## src/fsps_pkg.sv

```systemverilog
// Package for the flash self-programming sequencer: commands, status codes,
// states and limits.
// Assumes a single clock domain and a flash array model outside the block.
package fsps_pkg;

    // ------------------------------------------------------------------
    // Commands
    // ------------------------------------------------------------------
    localparam logic [2:0] CMD_INIT     = 3'h0;
    localparam logic [2:0] CMD_INIT_RES = 3'h1;
    localparam logic [2:0] CMD_MODE     = 3'h2;
    localparam logic [2:0] CMD_BLANK    = 3'h3;
    localparam logic [2:0] CMD_ERASE    = 3'h4;
    localparam logic [2:0] CMD_VERIFY   = 3'h5;

    // ------------------------------------------------------------------
    // Status codes
    // ------------------------------------------------------------------
    localparam logic [7:0] ST_OK        = 8'h00;
    localparam logic [7:0] ST_MODE_LOW  = 8'h01;
    localparam logic [7:0] ST_PARAM     = 8'h05;
    localparam logic [7:0] ST_PROTECT   = 8'h10;
    localparam logic [7:0] ST_ERASE_ERR = 8'h1a;
    localparam logic [7:0] ST_BLANK_ERR = 8'h1b;
    localparam logic [7:0] ST_INTR      = 8'h1f;
    localparam logic [7:0] ST_CMD_ERR   = 8'hff;

    // ------------------------------------------------------------------
    // Limits and reset values
    // ------------------------------------------------------------------
    localparam logic [15:0] BLOCK_COUNT  = 16'h0040;
    localparam logic [15:0] FREQ_MIN_MHZ = 16'h0002;
    localparam logic [15:0] FREQ_MAX_MHZ = 16'h0020;
    localparam logic [15:0] INIT_CYCLES  = 16'h0010;
    localparam logic [19:0] BUF_RESET    = 20'h00000;
    localparam logic [1:0]  SYNC_RESET   = 2'h0;

    // Flash array operation codes.
    localparam logic [1:0] FOP_BLANK  = 2'h0;
    localparam logic [1:0] FOP_ERASE  = 2'h1;
    localparam logic [1:0] FOP_VERIFY = 2'h2;

    typedef enum logic [4:0] {
        S_IDLE  = 5'b00001,
        S_INIT  = 5'b00010,
        S_FLASH = 5'b00100,
        S_ABORT = 5'b01000,
        S_DONE  = 5'b10000
    } fsps_state_t;

endpackage

```

## src/fsps_seq.sv

```systemverilog
// Flash self-programming command sequencer: takes one command at a time,
// drives a block operation on the flash array, answers with an 8-bit status.
// Assumes a flash array controller on clk_sys with a start/done handshake.
`timescale 1ns/1ps
// Function
// - Interrupt during init stops it with 1FH; resume command finishes it.
// - Successful init or resume stores the buffer start address; status 00H.
// - Init returns 05H if configured system frequency is out of range.
// - Mode check returns 00H for high mode pin, 01H for low.
// - No erase reaches the array while the mode pin is low.
// - Blank check covers one block: 00H blank, 1BH not blank.
// - Block commands with out-of-range block return 05H and do nothing.
// - Interrupt aborts block command with 1FH; caller reissues it.
// - Erase clears exactly one block per command, 00H on success.
// - Erase of protected boot block or outside shield window returns 10H.
// - Erase failure during operation returns 1AH.
// - Verify checks margin of one block, not logical data compare.
// - Verify returns 1BH on margin failure, 00H on success.
module fsps_seq (
    input  wire logic        clk_sys,
    input  wire logic        reset,
    input  wire logic        cmd_valid,
    input  wire logic [2:0]  cmd_code,
    input  wire logic [15:0] cmd_block,
    input  wire logic [19:0] cmd_buf_addr,
    input  wire logic        user_irq,
    input  wire logic        flash_mode_pin,
    input  wire logic [15:0] sys_freq_mhz,
    input  wire logic        boot_rewrite_en,
    input  wire logic [15:0] shield_lo,
    input  wire logic [15:0] shield_hi,
    input  wire logic [15:0] boot_blocks,
    input  wire logic        fl_done,
    input  wire logic        fl_fail,
    output logic             busy,
    output logic             status_valid,
    output logic [7:0]       status,
    output logic [19:0]      data_buf_addr,
    output logic             fl_start,
    output logic             fl_abort,
    output logic [1:0]       fl_op,
    output logic [15:0]      fl_block
);
    fsps_pkg::fsps_state_t state_r;
    logic        mode_high;
    logic        irq_s;
    logic [15:0] init_cnt_r;
    logic [19:0] buf_pend_r;
    logic [2:0]  cmd_r;
    logic        init_started_r;
    logic        cmd_take;
    logic        blk_bad;
    logic        blk_prot;

    // ------------------------------------------------------------------
    // Input synchronisers
    // ------------------------------------------------------------------
    fsps_sync u_mode_sync (
        .clk_sys (clk_sys),
        .reset   (reset),
        .d       (flash_mode_pin),
        .q       (mode_high)
    );

    fsps_sync u_irq_sync (
        .clk_sys (clk_sys),
        .reset   (reset),
        .d       (user_irq),
        .q       (irq_s)
    );

    // ------------------------------------------------------------------
    // Command decode
    // ------------------------------------------------------------------
    // Commands arriving while busy are ignored, so only one runs at a time.
    assign cmd_take = cmd_valid && (state_r == fsps_pkg::S_IDLE);
    assign blk_bad  = cmd_block >= fsps_pkg::BLOCK_COUNT;
    assign blk_prot = ((cmd_block < boot_blocks) && !boot_rewrite_en) ||
                      (cmd_block < shield_lo) || (cmd_block > shield_hi);

    // ------------------------------------------------------------------
    // Sequencer
    // ------------------------------------------------------------------
    always_ff @(posedge clk_sys) begin
        if (reset) begin
            state_r        <= fsps_pkg::S_IDLE;
            status         <= fsps_pkg::ST_OK;
            status_valid   <= 1'b0;
            busy           <= 1'b0;
            fl_start       <= 1'b0;
            fl_abort       <= 1'b0;
            fl_op          <= fsps_pkg::FOP_BLANK;
            fl_block       <= 16'h0000;
            cmd_r          <= fsps_pkg::CMD_INIT;
            init_cnt_r     <= 16'h0000;
            buf_pend_r     <= fsps_pkg::BUF_RESET;
            init_started_r <= 1'b0;
        end else begin
            status_valid <= 1'b0;
            fl_start     <= 1'b0;
            fl_abort     <= 1'b0;
            case (state_r)
                fsps_pkg::S_IDLE: begin
                    if (cmd_take) begin
                        busy  <= 1'b1;
                        cmd_r <= cmd_code;
                        state_r <= fsps_pkg::S_DONE;
                        case (cmd_code)
                            fsps_pkg::CMD_INIT, fsps_pkg::CMD_INIT_RES: begin
                                if (sys_freq_mhz < fsps_pkg::FREQ_MIN_MHZ ||
                                    sys_freq_mhz > fsps_pkg::FREQ_MAX_MHZ) begin
                                    status <= fsps_pkg::ST_PARAM;
                                end else if (cmd_code == fsps_pkg::CMD_INIT_RES && !init_started_r) begin
                                    status <= fsps_pkg::ST_CMD_ERR;
                                end else begin
                                    // A fresh init restarts the count; a resume keeps it.
                                    if (cmd_code == fsps_pkg::CMD_INIT) begin
                                        init_cnt_r <= 16'h0000;
                                    end
                                    init_started_r <= 1'b1;
                                    buf_pend_r     <= cmd_buf_addr;
                                    state_r        <= fsps_pkg::S_INIT;
                                end
                            end
                            fsps_pkg::CMD_MODE: begin
                                status <= mode_high ? fsps_pkg::ST_OK : fsps_pkg::ST_MODE_LOW;
                            end
                            fsps_pkg::CMD_BLANK, fsps_pkg::CMD_ERASE, fsps_pkg::CMD_VERIFY: begin
                                if (blk_bad) begin
                                    status <= fsps_pkg::ST_PARAM;
                                end else if (cmd_code == fsps_pkg::CMD_ERASE && blk_prot) begin
                                    status <= fsps_pkg::ST_PROTECT;
                                end else if (cmd_code == fsps_pkg::CMD_ERASE && !mode_high) begin
                                    status <= fsps_pkg::ST_ERASE_ERR;
                                end else begin
                                    fl_start <= 1'b1;
                                    fl_block <= cmd_block;
                                    fl_op    <= (cmd_code == fsps_pkg::CMD_BLANK) ? fsps_pkg::FOP_BLANK :
                                                (cmd_code == fsps_pkg::CMD_ERASE) ? fsps_pkg::FOP_ERASE :
                                                fsps_pkg::FOP_VERIFY;
                                    state_r  <= fsps_pkg::S_FLASH;
                                end
                            end
                            default: begin
                                status <= fsps_pkg::ST_CMD_ERR;
                            end
                        endcase
                    end
                end
                fsps_pkg::S_INIT: begin
                    if (irq_s) begin
                        status  <= fsps_pkg::ST_INTR;
                        state_r <= fsps_pkg::S_DONE;
                    end else if (init_cnt_r == fsps_pkg::INIT_CYCLES) begin
                        status         <= fsps_pkg::ST_OK;
                        init_started_r <= 1'b0;
                        state_r        <= fsps_pkg::S_DONE;
                    end else begin
                        init_cnt_r <= init_cnt_r + 16'h0001;
                    end
                end
                fsps_pkg::S_FLASH: begin
                    if (fl_done) begin
                        state_r <= fsps_pkg::S_DONE;
                        if (!fl_fail) begin
                            status <= fsps_pkg::ST_OK;
                        end else if (cmd_r == fsps_pkg::CMD_ERASE) begin
                            status <= fsps_pkg::ST_ERASE_ERR;
                        end else begin
                            status <= fsps_pkg::ST_BLANK_ERR;
                        end
                    end else if (irq_s || (cmd_r == fsps_pkg::CMD_ERASE && !mode_high)) begin
                        // Losing the mode pin mid-erase stops the array at once.
                        fl_abort <= 1'b1;
                        state_r  <= fsps_pkg::S_ABORT;
                    end
                end
                fsps_pkg::S_ABORT: begin
                    if (fl_done) begin
                        status  <= (cmd_r == fsps_pkg::CMD_ERASE && !mode_high) ?
                                   fsps_pkg::ST_ERASE_ERR : fsps_pkg::ST_INTR;
                        state_r <= fsps_pkg::S_DONE;
                    end
                end
                fsps_pkg::S_DONE: begin
                    busy         <= 1'b0;
                    status_valid <= 1'b1;
                    state_r      <= fsps_pkg::S_IDLE;
                end
                default: begin
                    state_r <= fsps_pkg::S_IDLE;
                    busy    <= 1'b0;
                end
            endcase
        end
    end

    // The buffer address becomes visible only when init actually completes.
    always_ff @(posedge clk_sys) begin
        if (reset) begin
            data_buf_addr <= fsps_pkg::BUF_RESET;
        end else if (state_r == fsps_pkg::S_INIT && !irq_s && init_cnt_r == fsps_pkg::INIT_CYCLES) begin
            data_buf_addr <= buf_pend_r;
        end
    end

    // ------------------------------------------------------------------
    // Assertions
    // ------------------------------------------------------------------
    property p_mode_status;
        @(posedge clk_sys) disable iff (reset)
        (cmd_take && cmd_code == fsps_pkg::CMD_MODE) |=> ##1
            (status_valid && status == (($past(mode_high, 2)) ? fsps_pkg::ST_OK : fsps_pkg::ST_MODE_LOW));
    endproperty
    a_mode_status: assert property (p_mode_status) else $error("mode check status wrong");

    property p_no_erase_low;
        @(posedge clk_sys) disable iff (reset)
        (fl_start && fl_op == fsps_pkg::FOP_ERASE) |-> $past(mode_high);
    endproperty
    a_no_erase_low: assert property (p_no_erase_low) else $error("erase started with mode pin low");

    property p_block_range;
        @(posedge clk_sys) disable iff (reset)
        (cmd_take && cmd_code >= fsps_pkg::CMD_BLANK && cmd_code <= fsps_pkg::CMD_VERIFY && blk_bad) |=>
            !fl_start ##1 (status_valid && status == fsps_pkg::ST_PARAM);
    endproperty
    a_block_range: assert property (p_block_range) else $error("bad block not refused");

    property p_protect;
        @(posedge clk_sys) disable iff (reset)
        (cmd_take && cmd_code == fsps_pkg::CMD_ERASE && !blk_bad && blk_prot) |=>
            !fl_start ##1 (status_valid && status == fsps_pkg::ST_PROTECT);
    endproperty
    a_protect: assert property (p_protect) else $error("protected erase not refused");

    property p_init_intr;
        @(posedge clk_sys) disable iff (reset)
        (state_r == fsps_pkg::S_INIT && irq_s) |=> ##1 (status_valid && status == fsps_pkg::ST_INTR);
    endproperty
    a_init_intr: assert property (p_init_intr) else $error("init interrupt status wrong");

    property p_init_freq;
        @(posedge clk_sys) disable iff (reset)
        (cmd_take && cmd_code == fsps_pkg::CMD_INIT && sys_freq_mhz > fsps_pkg::FREQ_MAX_MHZ) |=>
            ##1 (status_valid && status == fsps_pkg::ST_PARAM);
    endproperty
    a_init_freq: assert property (p_init_freq) else $error("frequency error not reported");

    property p_flash_abort;
        @(posedge clk_sys) disable iff (reset)
        (state_r == fsps_pkg::S_FLASH && !fl_done && irq_s) |=> (fl_abort && state_r == fsps_pkg::S_ABORT);
    endproperty
    a_flash_abort: assert property (p_flash_abort) else $error("interrupt did not abort");

    property p_erase_fail;
        @(posedge clk_sys) disable iff (reset)
        (state_r == fsps_pkg::S_FLASH && fl_done && fl_fail && cmd_r == fsps_pkg::CMD_ERASE) |=>
            ##1 (status_valid && status == fsps_pkg::ST_ERASE_ERR);
    endproperty
    a_erase_fail: assert property (p_erase_fail) else $error("erase failure not reported");

    property p_verify_fail;
        @(posedge clk_sys) disable iff (reset)
        (state_r == fsps_pkg::S_FLASH && fl_done && fl_fail && cmd_r != fsps_pkg::CMD_ERASE) |=>
            ##1 (status_valid && status == fsps_pkg::ST_BLANK_ERR);
    endproperty
    a_verify_fail: assert property (p_verify_fail) else $error("check failure not reported");

    property p_busy_ok;
        @(posedge clk_sys) disable iff (reset)
        cmd_take |=> busy;
    endproperty
    a_busy_ok: assert property (p_busy_ok) else $error("not busy after command");

    property p_no_ok_abort;
        @(posedge clk_sys) disable iff (reset)
        (state_r == fsps_pkg::S_ABORT && fl_done) |=> ##1 (status_valid && status != fsps_pkg::ST_OK);
    endproperty
    a_no_ok_abort: assert property (p_no_ok_abort) else $error("ok reported after abort");

endmodule

```

## src/fsps_sync.sv

```systemverilog
// Two-flip-flop synchroniser for one level from outside the clock domain.
// Assumes the input is a slow level such as a mode pin.
`timescale 1ns/1ps
module fsps_sync (
    input  wire logic clk_sys,
    input  wire logic reset,
    input  wire logic d,
    output logic      q
);
    logic [1:0] sync_r;

    always_ff @(posedge clk_sys) begin
        if (reset) begin
            sync_r <= fsps_pkg::SYNC_RESET;
        end else begin
            sync_r <= {sync_r[0], d};
        end
    end

    assign q = sync_r[1];
endmodule

```

## config.mk

```make
export PLATFORM = sky130hd
export DESIGN_NAME = fsps_seq
export DESIGN_NICKNAME = d
export VERILOG_FILES = /design/src/fsps_pkg.sv /design/src/fsps_seq.sv /design/src/fsps_sync.sv
export SDC_FILE = /design/constraint.sdc
export NUM_CORES = 1
export LEC_CHECK = 0
export BUFFER_PORTS_ARGS = -buffer_cell sky130_fd_sc_hd__buf_2
export CAP_MARGIN = 20
export CORE_ASPECT_RATIO = 1.5
export CORE_MARGIN = 4
export CORE_UTILIZATION = 50
export CTS_CLUSTER_SIZE = 24
export DETAILED_ROUTE_END_ITERATION = 16
export PLACE_DENSITY = 0.77
export SLEW_MARGIN = 20
export SYNTH_ARGS = -nofsm -noshare
export SYNTH_HDL_FRONTEND = slang
export SYNTH_SLANG_ARGS = --single-unit
```

## constraint.sdc

```tcl
create_clock -name clk_sys -period 3.3 [get_ports clk_sys]
set_input_delay 0.825 -clock clk_sys [delete_from_list [all_inputs] [get_ports clk_sys]]
set_output_delay 0.825 -clock clk_sys [all_outputs]
set_load 0.02 [all_outputs]
```

# [Word level (Yosys, flattened, before mapping)]
# Index checks and enable logic that the tools add are counted.
[word_totals] ff_bits=99 latchBits=0 ramBits=0 rom_bits=0 input_bits=111 out_inout_bits=50 word_cells=141 mem_count=0
[op_classes] addsub=1 n_mul=0 div_mod_pow=0 order_cmp=6 eq_ne=26 n_shift=0 mux=51 n_bitwise=10 reduce_logical=32
[op_table] cell="16-bit 2-to-1 mux" count=7
[op_table] cell="8-bit 2-to-1 mux" count=10
[op_table] cell="5-bit 2-to-1 mux" count=12
[op_table] cell="16-bit < comparator" count=2
[op_table] cell="16-bit one-hot mux with 2 select lines" count=1
[op_table] cell="8-bit one-hot mux with 4 select lines" count=1
[op_table] cell="8-bit one-hot mux with 3 select lines" count=1
[op_table] cell="5-bit one-hot mux with 4 select lines" count=1
[op_table] cell="16-bit by 1-bit adder with 16-bit output, second input constant" count=1
[op_table] cell="16-bit by 5-bit equality test with 1-bit output, second input constant" count=1
[op_table] cell="16-bit by 7-bit greater-or-equal comparator with 1-bit output, second input constant" count=1
[op_table] cell="16-bit greater-than comparator" count=1
[op_table] cell="16-bit by 6-bit greater-than comparator with 1-bit output, second input constant" count=1
[op_table] cell="16-bit by 2-bit < comparator with 1-bit output, second input constant" count=1
[op_table] cell="2-bit inequality test, second input constant" count=7
[op_table] cell="7-bit AND reduction" count=2
[op_table] cell="1-bit 2-to-1 mux" count=12
[op_table] cell="1-bit inverter" count=10
[op_table] cell="5-bit one-hot mux with 2 select lines" count=1
[op_table] cell="3-bit equality test, second input constant" count=3
[op_table] cell="3-bit OR reduction" count=3
[op_table] cell="1-bit logical AND" count=8
[op_table] cell="8-bit AND reduction" count=1
[op_table] cell="3-bit by 2-bit equality test with 1-bit output, second input constant" count=2
[op_table] cell="25 further kinds" count=36

# [Logic depth before layout (Yosys ltp)]
# Gate-level depths: netlist of the first run.
[depth] depth_word=10 mapped_depth=10 mapped_depth_nobuf=9

# [Modules after synthesis]
# Synthesis of the first run repeated with hierarchy kept, for this count alone.
[hier_totals] cells_unflattened=601 area_unflattened_um2=5047.3
[by_module_without_submodules] mod="fsps_seq" n_inst=1 cells_each=593 area_each_um2=4942.2 seq_area_each_um2=1841.8
[by_module_without_submodules] mod="fsps_sync" n_inst=2 cells_each=4 area_each_um2=52.6 seq_area_each_um2=40.0

# [Worst setup path after synthesis of the first run]
# OpenSTA, ideal clock, no wires.
[synth_timing] path_kind="input to register" startpoint="input port sys_freq_mhz[4]" endpoint="register init_cnt_r[9]" setup_ns=0.070 arrival_ns=3.016 t_required_ns=3.230 path_slack_ns=0.214 cell_stages=7 n_path_buf=1 path_cell_list="nor4_1 -> mux2_2 -> or4b_4 -> a2111o_1 -> buf_6 -> or3_1 -> a21oi_1"
[synth_between] elab_chain_cells=4 elab_cells_between_ends=5 classes_between="order compare: 2; eq/ne: 1; reduce/logical: 2"
[synth_rtl] element="start, declared" line_no="fsps_seq.sv:28" rtl="input wire logic [15:0] sys_freq_mhz,"
[synth_rtl] element="16-bit by 2-bit < comparator with 1-bit output or 16-bit by 6-bit greater-than comparator with 1-bit output (tied branches)" line_no="fsps_seq.sv:110, fsps_seq.sv:111"
[synth_rtl] element="1-bit logical OR (*)" line_no="fsps_seq.sv:110" rtl="if (sys_freq_mhz < fsps_pkg::FREQ_MIN_MHZ ||"
[synth_rtl] element="2-bit inequality test (no line) (*)"
[synth_rtl] element="8-bit AND reduction (no line) (*)"
[synth_rtl] element="end signal, assigned" line_no="fsps_seq.sv:159" rtl="init_cnt_r <= init_cnt_r + 16'h0001;"
[synth_rtl] element="end, declared" line_no="fsps_seq.sv:47" rtl="logic [15:0] init_cnt_r;"
# Every way passes the cells marked *; elsewhere a longest branch is shown, timed or not.
# A chain may end at the register's enable or synchronous reset.

# [Final worst setup path of the first run]
[layout_timing] startpoint="input port cmd_block[14]" endpoint="register status[4]"
[layout_between] elab_chain_cells=10 elab_cells_between_ends=15 classes_between="order compare: 4; eq/ne: 1; mux: 5; reduce/logical: 5"
[layout_rtl] element="start, declared" line_no="fsps_seq.sv:24" rtl="input wire logic [15:0] cmd_block,"
[layout_rtl] element="16-bit < comparator" line_no="fsps_seq.sv:78" rtl="assign blk_prot = ((cmd_block < boot_blocks) && !boot_rewrite_en) ||"
[layout_rtl] element="1-bit logical AND" line_no="fsps_seq.sv:78"
[layout_rtl] element="1-bit logical OR" line_no="fsps_seq.sv:78"
[layout_rtl] element="1-bit logical OR" line_no="fsps_seq.sv:79" rtl="(cmd_block < shield_lo) || (cmd_block > shield_hi);"
[layout_rtl] element="1-bit logical AND" line_no="fsps_seq.sv:131" rtl="end else if (cmd_code == fsps_pkg::CMD_ERASE && blk_prot) begin"
[layout_rtl] element="8-bit 2-to-1 mux" line_no="fsps_seq.sv:131"
[layout_rtl] element="8-bit 2-to-1 mux" line_no="fsps_seq.sv:129" rtl="if (blk_bad) begin"
[layout_rtl] element="8-bit one-hot mux with 3 select lines" line_no="fsps_seq.sv:108" rtl="case (cmd_code)"
[layout_rtl] element="8-bit 2-to-1 mux" line_no="fsps_seq.sv:104" rtl="if (cmd_take) begin"
[layout_rtl] element="8-bit one-hot mux with 4 select lines" line_no="fsps_seq.sv:102" rtl="case (state_r)"
[layout_rtl] element="end signal, assigned" line_no="fsps_seq.sv:112" rtl="status <= fsps_pkg::ST_PARAM;"
[layout_rtl] element="end signal, assigned" line_no="fsps_seq.sv:130" rtl="status <= fsps_pkg::ST_PARAM;"
[layout_rtl] element="end signal, assigned" line_no="fsps_seq.sv:132" rtl="status <= fsps_pkg::ST_PROTECT;"
[layout_rtl] element="end, declared" line_no="fsps_seq.sv:37" rtl="output logic [7:0] status,"
# Parallel ways exist; a longest one is shown, timed or not. The select of a mux whose other input is x is not followed.

==> reports/qor.yml, run 1 <==
clock_latency_ps: 340
clk_pin_slew_ps: 70
status: "finished clean"
min_delay_path_depth: 1
die_w_um: 90.4
finalCritPeriodShare: 0.920
ys_seq_area_frac: 0.377
port_buffers: 160
wire_per_inst_um: 15.2
dieArea_um2: 11900
endpoint_kind: "register"
reg2reg_from: "init_cnt_r[0]"
syn_nets: 764
gp_congestion: 0.951
fmaxAchievable_mhz: 329
p_seq_frac: 0.462
swShare: 0.270
reg2regPathDepth: 9
drt-pass1-iter-count: 5
initial_core_util: 0.520
synthFlopType: "dfxtp_1"
io_pins: 161
cts_resized: 0
antenna_found_initial: 2
comb_power_share: 0.153
clkPwrFrac: 0.385
yosysWarnings: 0
drt_iter0_drc: 192
p_switching_uw: 703
drc_errors: 0
netlist_area_um2: 5100
hold_class: "reg -> reg"
fin_crit_ps: 3040
p_int_mw: 1.90
ctsRootBufferMaster: "clkbuf_16"
grtUsageTotal: 0.226
synth_edf_count: 0
cts_made_buffers: 9
grt_pass1_vias: 4907
grt_max_degree: 40
ctsHoldBuffers: 0
ys_ff_latch: 96
start_kind: "input pin"
p_per_area_nw_per_um2: 412
cts.sinks: 96
required_ps: 3530
vias_per_cell: 5.43
rows: 44
hold_viol_final: 0
skew_ps: 7.67
postRouteAntennaNets: 0
fin_ws_ps: 264
vias: 4797
p_leak_nw: 3.02
syn_inst: 605
syn_avg_cell_area_um2: 8.43
crit_fanout: 6
setup_viol_count_final: 0
criticalPathCategory: "in -> reg"
cts_setup_buffers: 0
tightest_slew_ps: 843
totalPowerFinal_mw: 2.60
drv_slew: 0
min_to: "u_mode_sync.sync_r[1]"
area_delta_synth_final_pct: 24.0
max_slew_margin: 0.438
max_cap_violations: 0
rsz0062_at_grt: "no"
num-nets-final: 922
core_um2: 9800
cts_tree: "yes"
wirelength_um: 13500
synthDistinctLibCells: 63
async_reset_ff_frac: 0
reg2reg_to: "status[4]"
crit_arrival_ps: 3260
hpwl_um: 10900
gr-total-overflow: 0
layout-drive-gt1-share: 0.260
min_from: "u_mode_sync.sync_r[0]"
place_ws_ps: -56.0
ctsLongestPathBuffers: 2
irDropWorstVdd_mv: 0.346
reg2reg_slack_ps: 580
die_h_um: 132
cts_max_level: 3
grt_pass1_wl_um: 22300
==> final cells by class <==
cell class	count	area, um^2
Timing Repair Buffer	171	896
Clock inverter	5	45.0
Fill cell	865	3480
Sequential cell	96	1920
Clock buffer	11	243
Antenna cell	1	2.50
Inverter	60	225
Tap cell	115	144
Multi-Input combinational cell	425	2840
==> registers in the layout, indices dropped and copies added (netlist names) <==
name                cells
buf_pend_r             20
busy                    1
cmd_r                   3
data_buf_addr          20
fl_abort                1
fl_block               16
fl_op                   2
fl_start                1
init_cnt_r             16
init_started_r          1
state_r                 5
status                  5
status_valid            1
u_irq_sync.sync_r       2
u_mode_sync.sync_r      2
==> routing by layer <==
metal  GRT usage  share of wire
met5           0        0.00097
met4      0.0937          0.034
met3      0.0641          0.063
met2       0.422           0.53
met1       0.232           0.37
==> through the flow <==
stage	setup TNS [ps]	hold slack, ps	cell area, um^2	util	instances
2_1_floorplan	0	414	5100	-	605
3_3_place_gp	0	425	6030	0.615	867
3_5_place_dp	-293	423	6030	0.615	867
4_1_cts	0	438	6320	0.645	883
5_1_grt	0	463	6320	0.645	884
6_report	0	437	6320	0.645	884
==> worst max path at each step <==
stage,slack [ps],from,end,cells after the start
after floorplan,210,sys_freq_mhz[4],init_cnt_r[9],7
after global placement,40,sys_freq_mhz[4],init_cnt_r[13],7
after detailed placement,-60,cmd_block[14],status[4],9
after CTS,300,cmd_block[14],status[4],9
after global routing,50,cmd_block[14],status[4],9
final,260,cmd_block[14],status[4],9
==> cells by family after synthesis <==
group / Yosys count / synth area share
AO/OA/AOI/OAI: 93 / 0.117
AND/OR/NAND/NOR: 239 / 0.235
multiplexers: 34 / 0.0675
buffers and inverters: 84 / 0.0668
flip-flops: 96 / 0.377
XOR/XNOR: 11 / 0.0189
adder cells (fa/ha/maj): 48 / 0.118
==> cell usage after synthesis, types with 5 or more instances <==
| cell | count | share of area |
|---|---|---|
| a21o_1 | 7 | 0.010 |
| a21oi_1 | 42 | 0.041 |
| and2_1 | 12 | 0.015 |
| and3_1 | 7 | 0.0086 |
| buf_2 | 5 | 0.0049 |
| clkbuf_1 | 11 | 0.0081 |
| dfxtp_1 | 96 | 0.38 |
| ha_1 | 48 | 0.12 |
| inv_1 | 60 | 0.044 |
| mux2i_1 | 31 | 0.061 |
| nand2_1 | 60 | 0.044 |
| nand2b_1 | 6 | 0.0074 |
| nand3_1 | 15 | 0.015 |
| nand4_1 | 9 | 0.011 |
| nor2_1 | 75 | 0.055 |
| nor2b_1 | 12 | 0.015 |
| nor3_1 | 8 | 0.0079 |
| nor4_1 | 11 | 0.014 |
| o21ai_0 | 10 | 0.0098 |
| xnor2_1 | 5 | 0.0086 |
| xor2_1 | 6 | 0.010 |
==> critical path, stage by stage <==
cell and delay, ps:
buf_2 130, ha_1 320, nand4_1 150, nor3_1 360, a41oi_1 190, a21boi_0 170
nor4_1 390, or2_0 350, mux2_2 380
==> cell usage in the layout, fill, tap and decap left out, types with 2 or more instances in the layout <==
cell type,count
o21a_1,2
nor4_1,10
o31ai_1,4
mux2i_1,31
a21o_1,7
o2111a_1,2
and2_1,12
or3_1,4
nor3_1,8
nor2_1,74
nand2_1,60
nor3b_1,2
o21ai_0,10
ha_1,48
xor2_1,6
mux2_2,3
nor2b_1,12
dfxtp_1,96
and3_1,7
nand2b_1,6
a21oi_1,42
clkbuf_16,9
a211oi_1,4
nand3_1,15
a2111oi_0,2
o211ai_1,4
nand4_1,9
inv_6,3
inv_1,60
xnor2_1,5
buf_2,160
and4_1,3
buf_4,10
a21boi_0,2
nor4_2,2
a41oi_1,2
==> power groups by stage <==
stage	clock network [mW]	registers (mW)	logic, mW
after global routing	1.08	1.21	0.446
after detailed placement	0	1.23	0.399
final	1.00	1.20	0.399
after CTS	1.02	1.20	0.401
after floorplan	0	1.24	0.226
after global placement	0	1.23	0.384
(Power assumes the default switching activity.)
==> run 2, diff against run 1 <==
Settings changed: SYNTH_HIERARCHICAL set to 1.
==> run 2 against run 1 <==
Compared with the run above:
- synthesized area fell by 0.98%
- count of clock-buffer cells in the layout rose by 1
- non-clock buffer count fell by 3
- combinational power barely moved
- global-route usage fell by 1.0 points
- synthesized cell count fell by 0.66%
- clock skew fell by 2.0 ps
- worst setup slack improved by 96 ps
- fmax rose by 3.3%
- largest power group unchanged
- highest routed layer is now met4
==> reports/qor.yml, run 2 <==
status: "finished clean"
skew_ps: 5.63  # -2.04 ps
vias: 4739  # -1.2%
finalCritPeriodShare: 0.891  # -0.0290
syn_inst: 601  # -0.66%
cts_made_buffers: 9  # unchanged
rsz0062_at_grt: "no"
ys_ff_latch: 96  # unchanged
yosys-top-cells-count: "dfxtp_1 (96), nand2_1 (74), a21oi_1 (58)"
layout-drive-gt1-share: 0.266  # +0.00564
num-nets-final: 918  # -0.43%
clock_latency_ps: 340  # about the same
synthFlopType: "dfxtp_1"
antenna_found_initial: 0  # -2
syn_avg_cell_area_um2: 8.40  # -0.32%
grt_max_degree: 57  # +43%
drt-pass1-iter-count: 4  # -1
synthDistinctLibCells: 63  # unchanged
start_kind: "input pin"
yosysWarnings: 6  # +6
irDropWorstVdd_mv: 0.291  # -16%
tns_ps: 0  # unchanged
grt_pass1_vias: 4667  # -4.9%
crit_arrival_ps: 3180  # -80 ps
rows: 44  # unchanged
reg2reg_slack_ps: 1050  # +470 ps
fmaxAchievable_mhz: 340  # +3.3%
p_leak_nw: 2.93  # -2.8%
ctsHoldBuffers: 0  # unchanged
io_pins: 161  # unchanged
crit_fanout: 13  # +7
max_cap_violations: 0  # unchanged
initial_core_util: 0.515  # -0.00511
endpoint_kind: "register"
ctsRootBufferMaster: "clkbuf_16"
reg2regPathDepth: 7  # -2
hpwl_um: 10300  # -6.1%
cts.sinks: 96  # unchanged
place_ws_ps: 2.92  # +58.9 ps
n_antenna_cell: 0  # -1
synth_edf_count: 0  # unchanged
hold_class: "reg -> reg"
dieArea_um2: 11800  # -0.91%
setup_viol_count_final: 0  # unchanged
endpoint: "fl_op[0]"
cts_setup_buffers: 0  # unchanged
clk_pin_slew_ps: 60  # about the same
min_delay_path_depth: 1  # unchanged
synth_most_common_cell: "dfxtp_1"
crit_slowest_cell: "nor4_1"
wire_per_inst_um: 14.7  # -3.4%
path_buf_inv: 1  # unchanged
criticalPathCategory: "in -> reg"
fin_crit_ps: 2940  # -95.8 ps
cts_resized: 0  # unchanged
tightest_slew_ps: 663  # -181 ps
fin_ws_ps: 360  # +95.8 ps
required_ps: 3540  # about the same
ys_seq_area_frac: 0.381  # +0.00374
final_common_cell: "buf_2"
max_stage_delay_ps: 440  # +50 ps
port_buffers: 160  # unchanged
area_delta_synth_final_pct: 23.9  # about the same
cts_tree: "yes"
path_cells: "buf_2, ha_1, nand2_1, nor4_1, o311ai_0, nand3_1, a41o_1, nand2_1, a31o_1"
postRouteAntennaNets: 0  # unchanged
top_regs: "buf_pend_r x20, data_buf_addr x20"
yosysTopAreaCell: "dfxtp_1"
die_h_um: 131  # -0.46%
reg2reg_to: "init_cnt_r[15]"
drv_slew: 0  # unchanged
ctsLongestPathBuffers: 2  # unchanged
wirelength_um: 12900  # -4.1%
synthTopCellsByArea: "dfxtp_1 (38%), ha_1 (12%), a21oi_1 (5.8%), nand2_1 (5.5%), mux2i_1 (4.8%)"
die_w_um: 90.0  # -0.45%
yosys.area.top_type_share: 0.381  # +0.00374
gr-total-overflow: 0  # unchanged
async_reset_ff_frac: 0  # unchanged
most-common-layout-cells: "buf_2 (160), dfxtp_1 (96), nand2_1 (74), a21oi_1 (58), nor2_1 (56)"
cpMostUsedCell: "nand2_1"
p_per_area_nw_per_um2: 416  # +1.1%
core_um2: 9800  # unchanged
vias_per_cell: 5.40  # -0.53%
hold_viol_final: 0  # unchanged
netlist_area_um2: 5050  # -0.98%
drc_errors: 0  # unchanged
syn_nets: 760  # -0.52%
cts_max_level: 3  # unchanged
grtUsageTotal: 0.215  # -0.0102
crit_family: "simple AND/OR/NAND/NOR gates"
drt_iter0_drc: 172  # -10%
worst-path-stages: 9  # unchanged
cp-startpoint: "cmd_block[15]"
grt_pass1_wl_um: 20800  # -6.8%
gp_congestion: 0.909  # -4.4%
max_slew_margin: 0.547  # +0.109
reg2reg_from: "state_r[4]"
==> run 2: cell count changes after synthesis, sizes merged, moves of 7 or more <==
cell and delta:
a21oi +15, o21ai +10, nor2 -18, and2 -12
mux2i -7, nand2 +17
==> run 2: layout make-up <==
class | instances | area [um^2]
inverters | 55 | 206
well taps | 115 | 144
clock buffers | 12 | 246
repair buffers | 168 | 861
clock inverters | 3 | 42.5
multi-input cells | 429 | 2830
fillers | 821 | 3540
flip-flops and latches | 96 | 1920
==> run 2: worst min path at each step <==
stage	startpoint	endpoint	slack, ps
2_1_floorplan	u_irq_sync/sync_r[0]	u_irq_sync/sync_r[1]	410
3_3_place_gp	u_mode_sync/sync_r[0]	u_mode_sync/sync_r[1]	430
3_5_place_dp	u_mode_sync/sync_r[0]	u_mode_sync/sync_r[1]	440
4_1_cts	buf_pend_r[2]	buf_pend_r[2]	460
5_1_grt	u_mode_sync/sync_r[0]	u_mode_sync/sync_r[1]	470
6_report	u_mode_sync/sync_r[0]	u_mode_sync/sync_r[1]	450
==> run 2: per-layer routing <==
metal,vias to the layer above,global-route usage,wire length (um)
met1,2176,0.231,5070
met4,0,0.115,472
met3,30,0.0451,701
li1,2384,-,-
met5,-,0,0
met2,149,0.399,6650
==> run 2: report_power, final <==
group          internal [mW]  switching (mW)  leakage [nW]
registers               1.18          0.0154         0.776
logic                  0.175           0.221          2.02
clock network          0.602           0.411         0.139
total                   1.96           0.647          2.93
==> run 2: logic make-up after synthesis <==
| kind of cell | Yosys count | share of synthesized area |
|---|---|---|
| compound gates | 106 | 0.128 |
| xor+xnor | 12 | 0.0208 |
| fa+ha+maj | 48 | 0.119 |
| buf+inv | 76 | 0.0600 |
| flops | 96 | 0.381 |
| mux | 28 | 0.0587 |
| simple gates | 235 | 0.233 |
==> run 2: stage by stage <==
step	power [mW]	cells	hold slack, ps	instance area, um^2	util
after floorplan	1.46	601	414	5050	-
after global placement	1.60	863	432	5970	0.609
after detailed placement	1.62	863	445	5970	0.609
after CTS	2.62	878	455	6260	0.638
after global routing	2.71	878	470	6260	0.638
final	2.60	878	453	6260	0.638
==> run 3, diff against run 2 <==
Settings changed: BUFFER_PORTS_ARGS -buffer_cell sky130_fd_sc_hd__buf_2 to unset, DONT_BUFFER_PORTS set to 1, PLACE_DENSITY 0.77 to 0.63.
==> run 3 against run 2 <==
Compared with the run above:
- sequential power hardly changed
- highest routed layer unchanged
- combinational power decreased by 33%
- worst setup slack lost 62 ps
- non-clock buffer count fell by 161
- first-iteration DRC count is 39% lower
- worst hold slack worse by 5.9 ps
- critical path depth did not move
- global-route usage shrank 1.1 points
- die area stayed put
==> reports/qor.yml, run 3 (synthesis gave the netlist of run 2 again) <==
status: "finished clean"
vias_per_cell: 5.70  # +5.6%
tightest_slew_ps: 634  # -28.4 ps
rows: 44  # unchanged
p_leak_nw: 2.21  # -25%
gr-total-overflow: 0  # unchanged
setup_viol_count_final: 0  # unchanged
area_delta_synth_final_pct: 7.61
port_buffers: 0  # -100%
start_kind: "input pin"
final_common_cell: "dfxtp_1"
hpwl_um: 9710  # -5.4%
n_antenna_cell: 0  # unchanged
ctsLongestPathBuffers: 2  # unchanged
place_area_um2: 5160  # -14%
io_pins: 161  # unchanged
p_per_area_nw_per_um2: 446  # +7.2%
cts_made_buffers: 9  # unchanged
layout-drive-gt1-share: 0.0730  # -0.193
post-route-util: 0.554  # -0.0841
clk_pin_slew_ps: 60  # about the same
num-nets-final: 757  # -18%
hold_class: "reg -> reg"
die_h_um: 131  # unchanged
ctsHoldBuffers: 0  # unchanged
grtUsageTotal: 0.204  # -0.0109
max_slew_margin: 0.577  # +0.0298
die_w_um: 90.0  # unchanged
criticalPathCategory: "in -> reg"
crit_arrival_ps: 3220  # +40 ps
top_regs: "buf_pend_r x20, data_buf_addr x20"
required_ps: 3520  # -20 ps
clock_latency_ps: 340  # about the same
gp_congestion: 0.855  # -6.0%
cts_setup_buffers: 0  # unchanged
irDropWorstVdd_mv: 0.224  # -23%
drv_slew: 0  # unchanged
cts_tree: "yes"
rsz0062_at_grt: "no"
grt_max_degree: 73  # +28%
dieArea_um2: 11800  # unchanged
most-common-layout-cells: "dfxtp_1 (96), nand2_1 (74), a21oi_1 (58), nor2_1 (56), inv_1 (55)"
postRouteAntennaNets: 0  # unchanged
drt_iter0_drc: 105  # -39%
grt_pass1_vias: 3985  # -15%
grt_pass1_wl_um: 19300  # -7.0%
wirelength_um: 12300  # -4.6%
wire_per_inst_um: 17.1  # +17%
cts.sinks: 96  # unchanged
drt-pass1-iter-count: 4  # unchanged
ctsRootBufferMaster: "clkbuf_16"
final_area_um2: 5430  # -13%
skew_ps: 7.07  # +1.43 ps
finalCritPeriodShare: 0.910  # +0.0187
cts_max_level: 3  # unchanged
cts_resized: 0  # unchanged
core_um2: 9800  # unchanged
drc_errors: 0  # unchanged
fin_crit_ps: 3000  # +61.8 ps
fin_hold_ws_ps: 447  # -5.91 ps
fmaxAchievable_mhz: 333  # -2.1%
crit_fanout: 6  # -7
antenna_found_initial: 0  # unchanged
vias: 4091  # -14%
hold_viol_final: 0  # unchanged
initial_core_util: 0.515  # unchanged
max_cap_violations: 0  # unchanged
endpoint_kind: "register"
run 3: layer usage:
layer,vias up,GRT usage,share of wire
met5,-,0,0
met4,0,0.0911,0.024
met3,22,0.0594,0.071
met2,135,0.384,0.54
met1,1867,0.212,0.37
li1,2067,-,-
run 3: worst paths after layout:
path	start	to	slack, ps	depth (start not counted)
min reg2reg	u_mode_sync/sync_r[0]	u_mode_sync/sync_r[1]	450	1
min	u_mode_sync/sync_r[0]	u_mode_sync/sync_r[1]	450	1
max reg2reg	init_cnt_r[0]	status[0]	990	9
max	boot_blocks[15]	status[0]	300	9
run 3: report_power, final:
part           total [mW]  switching (mW)  internal [mW]
clock               0.941           0.428          0.513
sequential           1.22          0.0357           1.18
combinational       0.267           0.149          0.118
run 3: cell type report:
class | instances | area (um^2)
tap | 115 | 144
sequential | 96 | 1920
clock buffer | 10 | 229
clock inverter | 6 | 43.8
timing repair buffer | 7 | 52.6
multi-input combinational | 429 | 2830
fill | 899 | 4370
inverter | 55 | 206
run 3: stage by stage:
stage | TNS [ps] | cells | setup WS (ps) | power [mW]
after detailed placement | -148 | 702 | -50.3 | 1.51
after floorplan | 0 | 601 | 471 | 1.46
after CTS | 0 | 718 | 300 | 2.46
after global placement | -12.3 | 702 | -4.38 | 1.50
final | 0 | 718 | 298 | 2.42
after global routing | 0 | 718 | 225 | 2.53
run 3: critical path, stage by stage:
cell and delay [ps]:
inv_1 20, ha_1 280, nand2_1 80, nor4_1 490, o311ai_0 320, nand3_1 220
nand4_1 150, o31ai_4 490, mux2_4 340
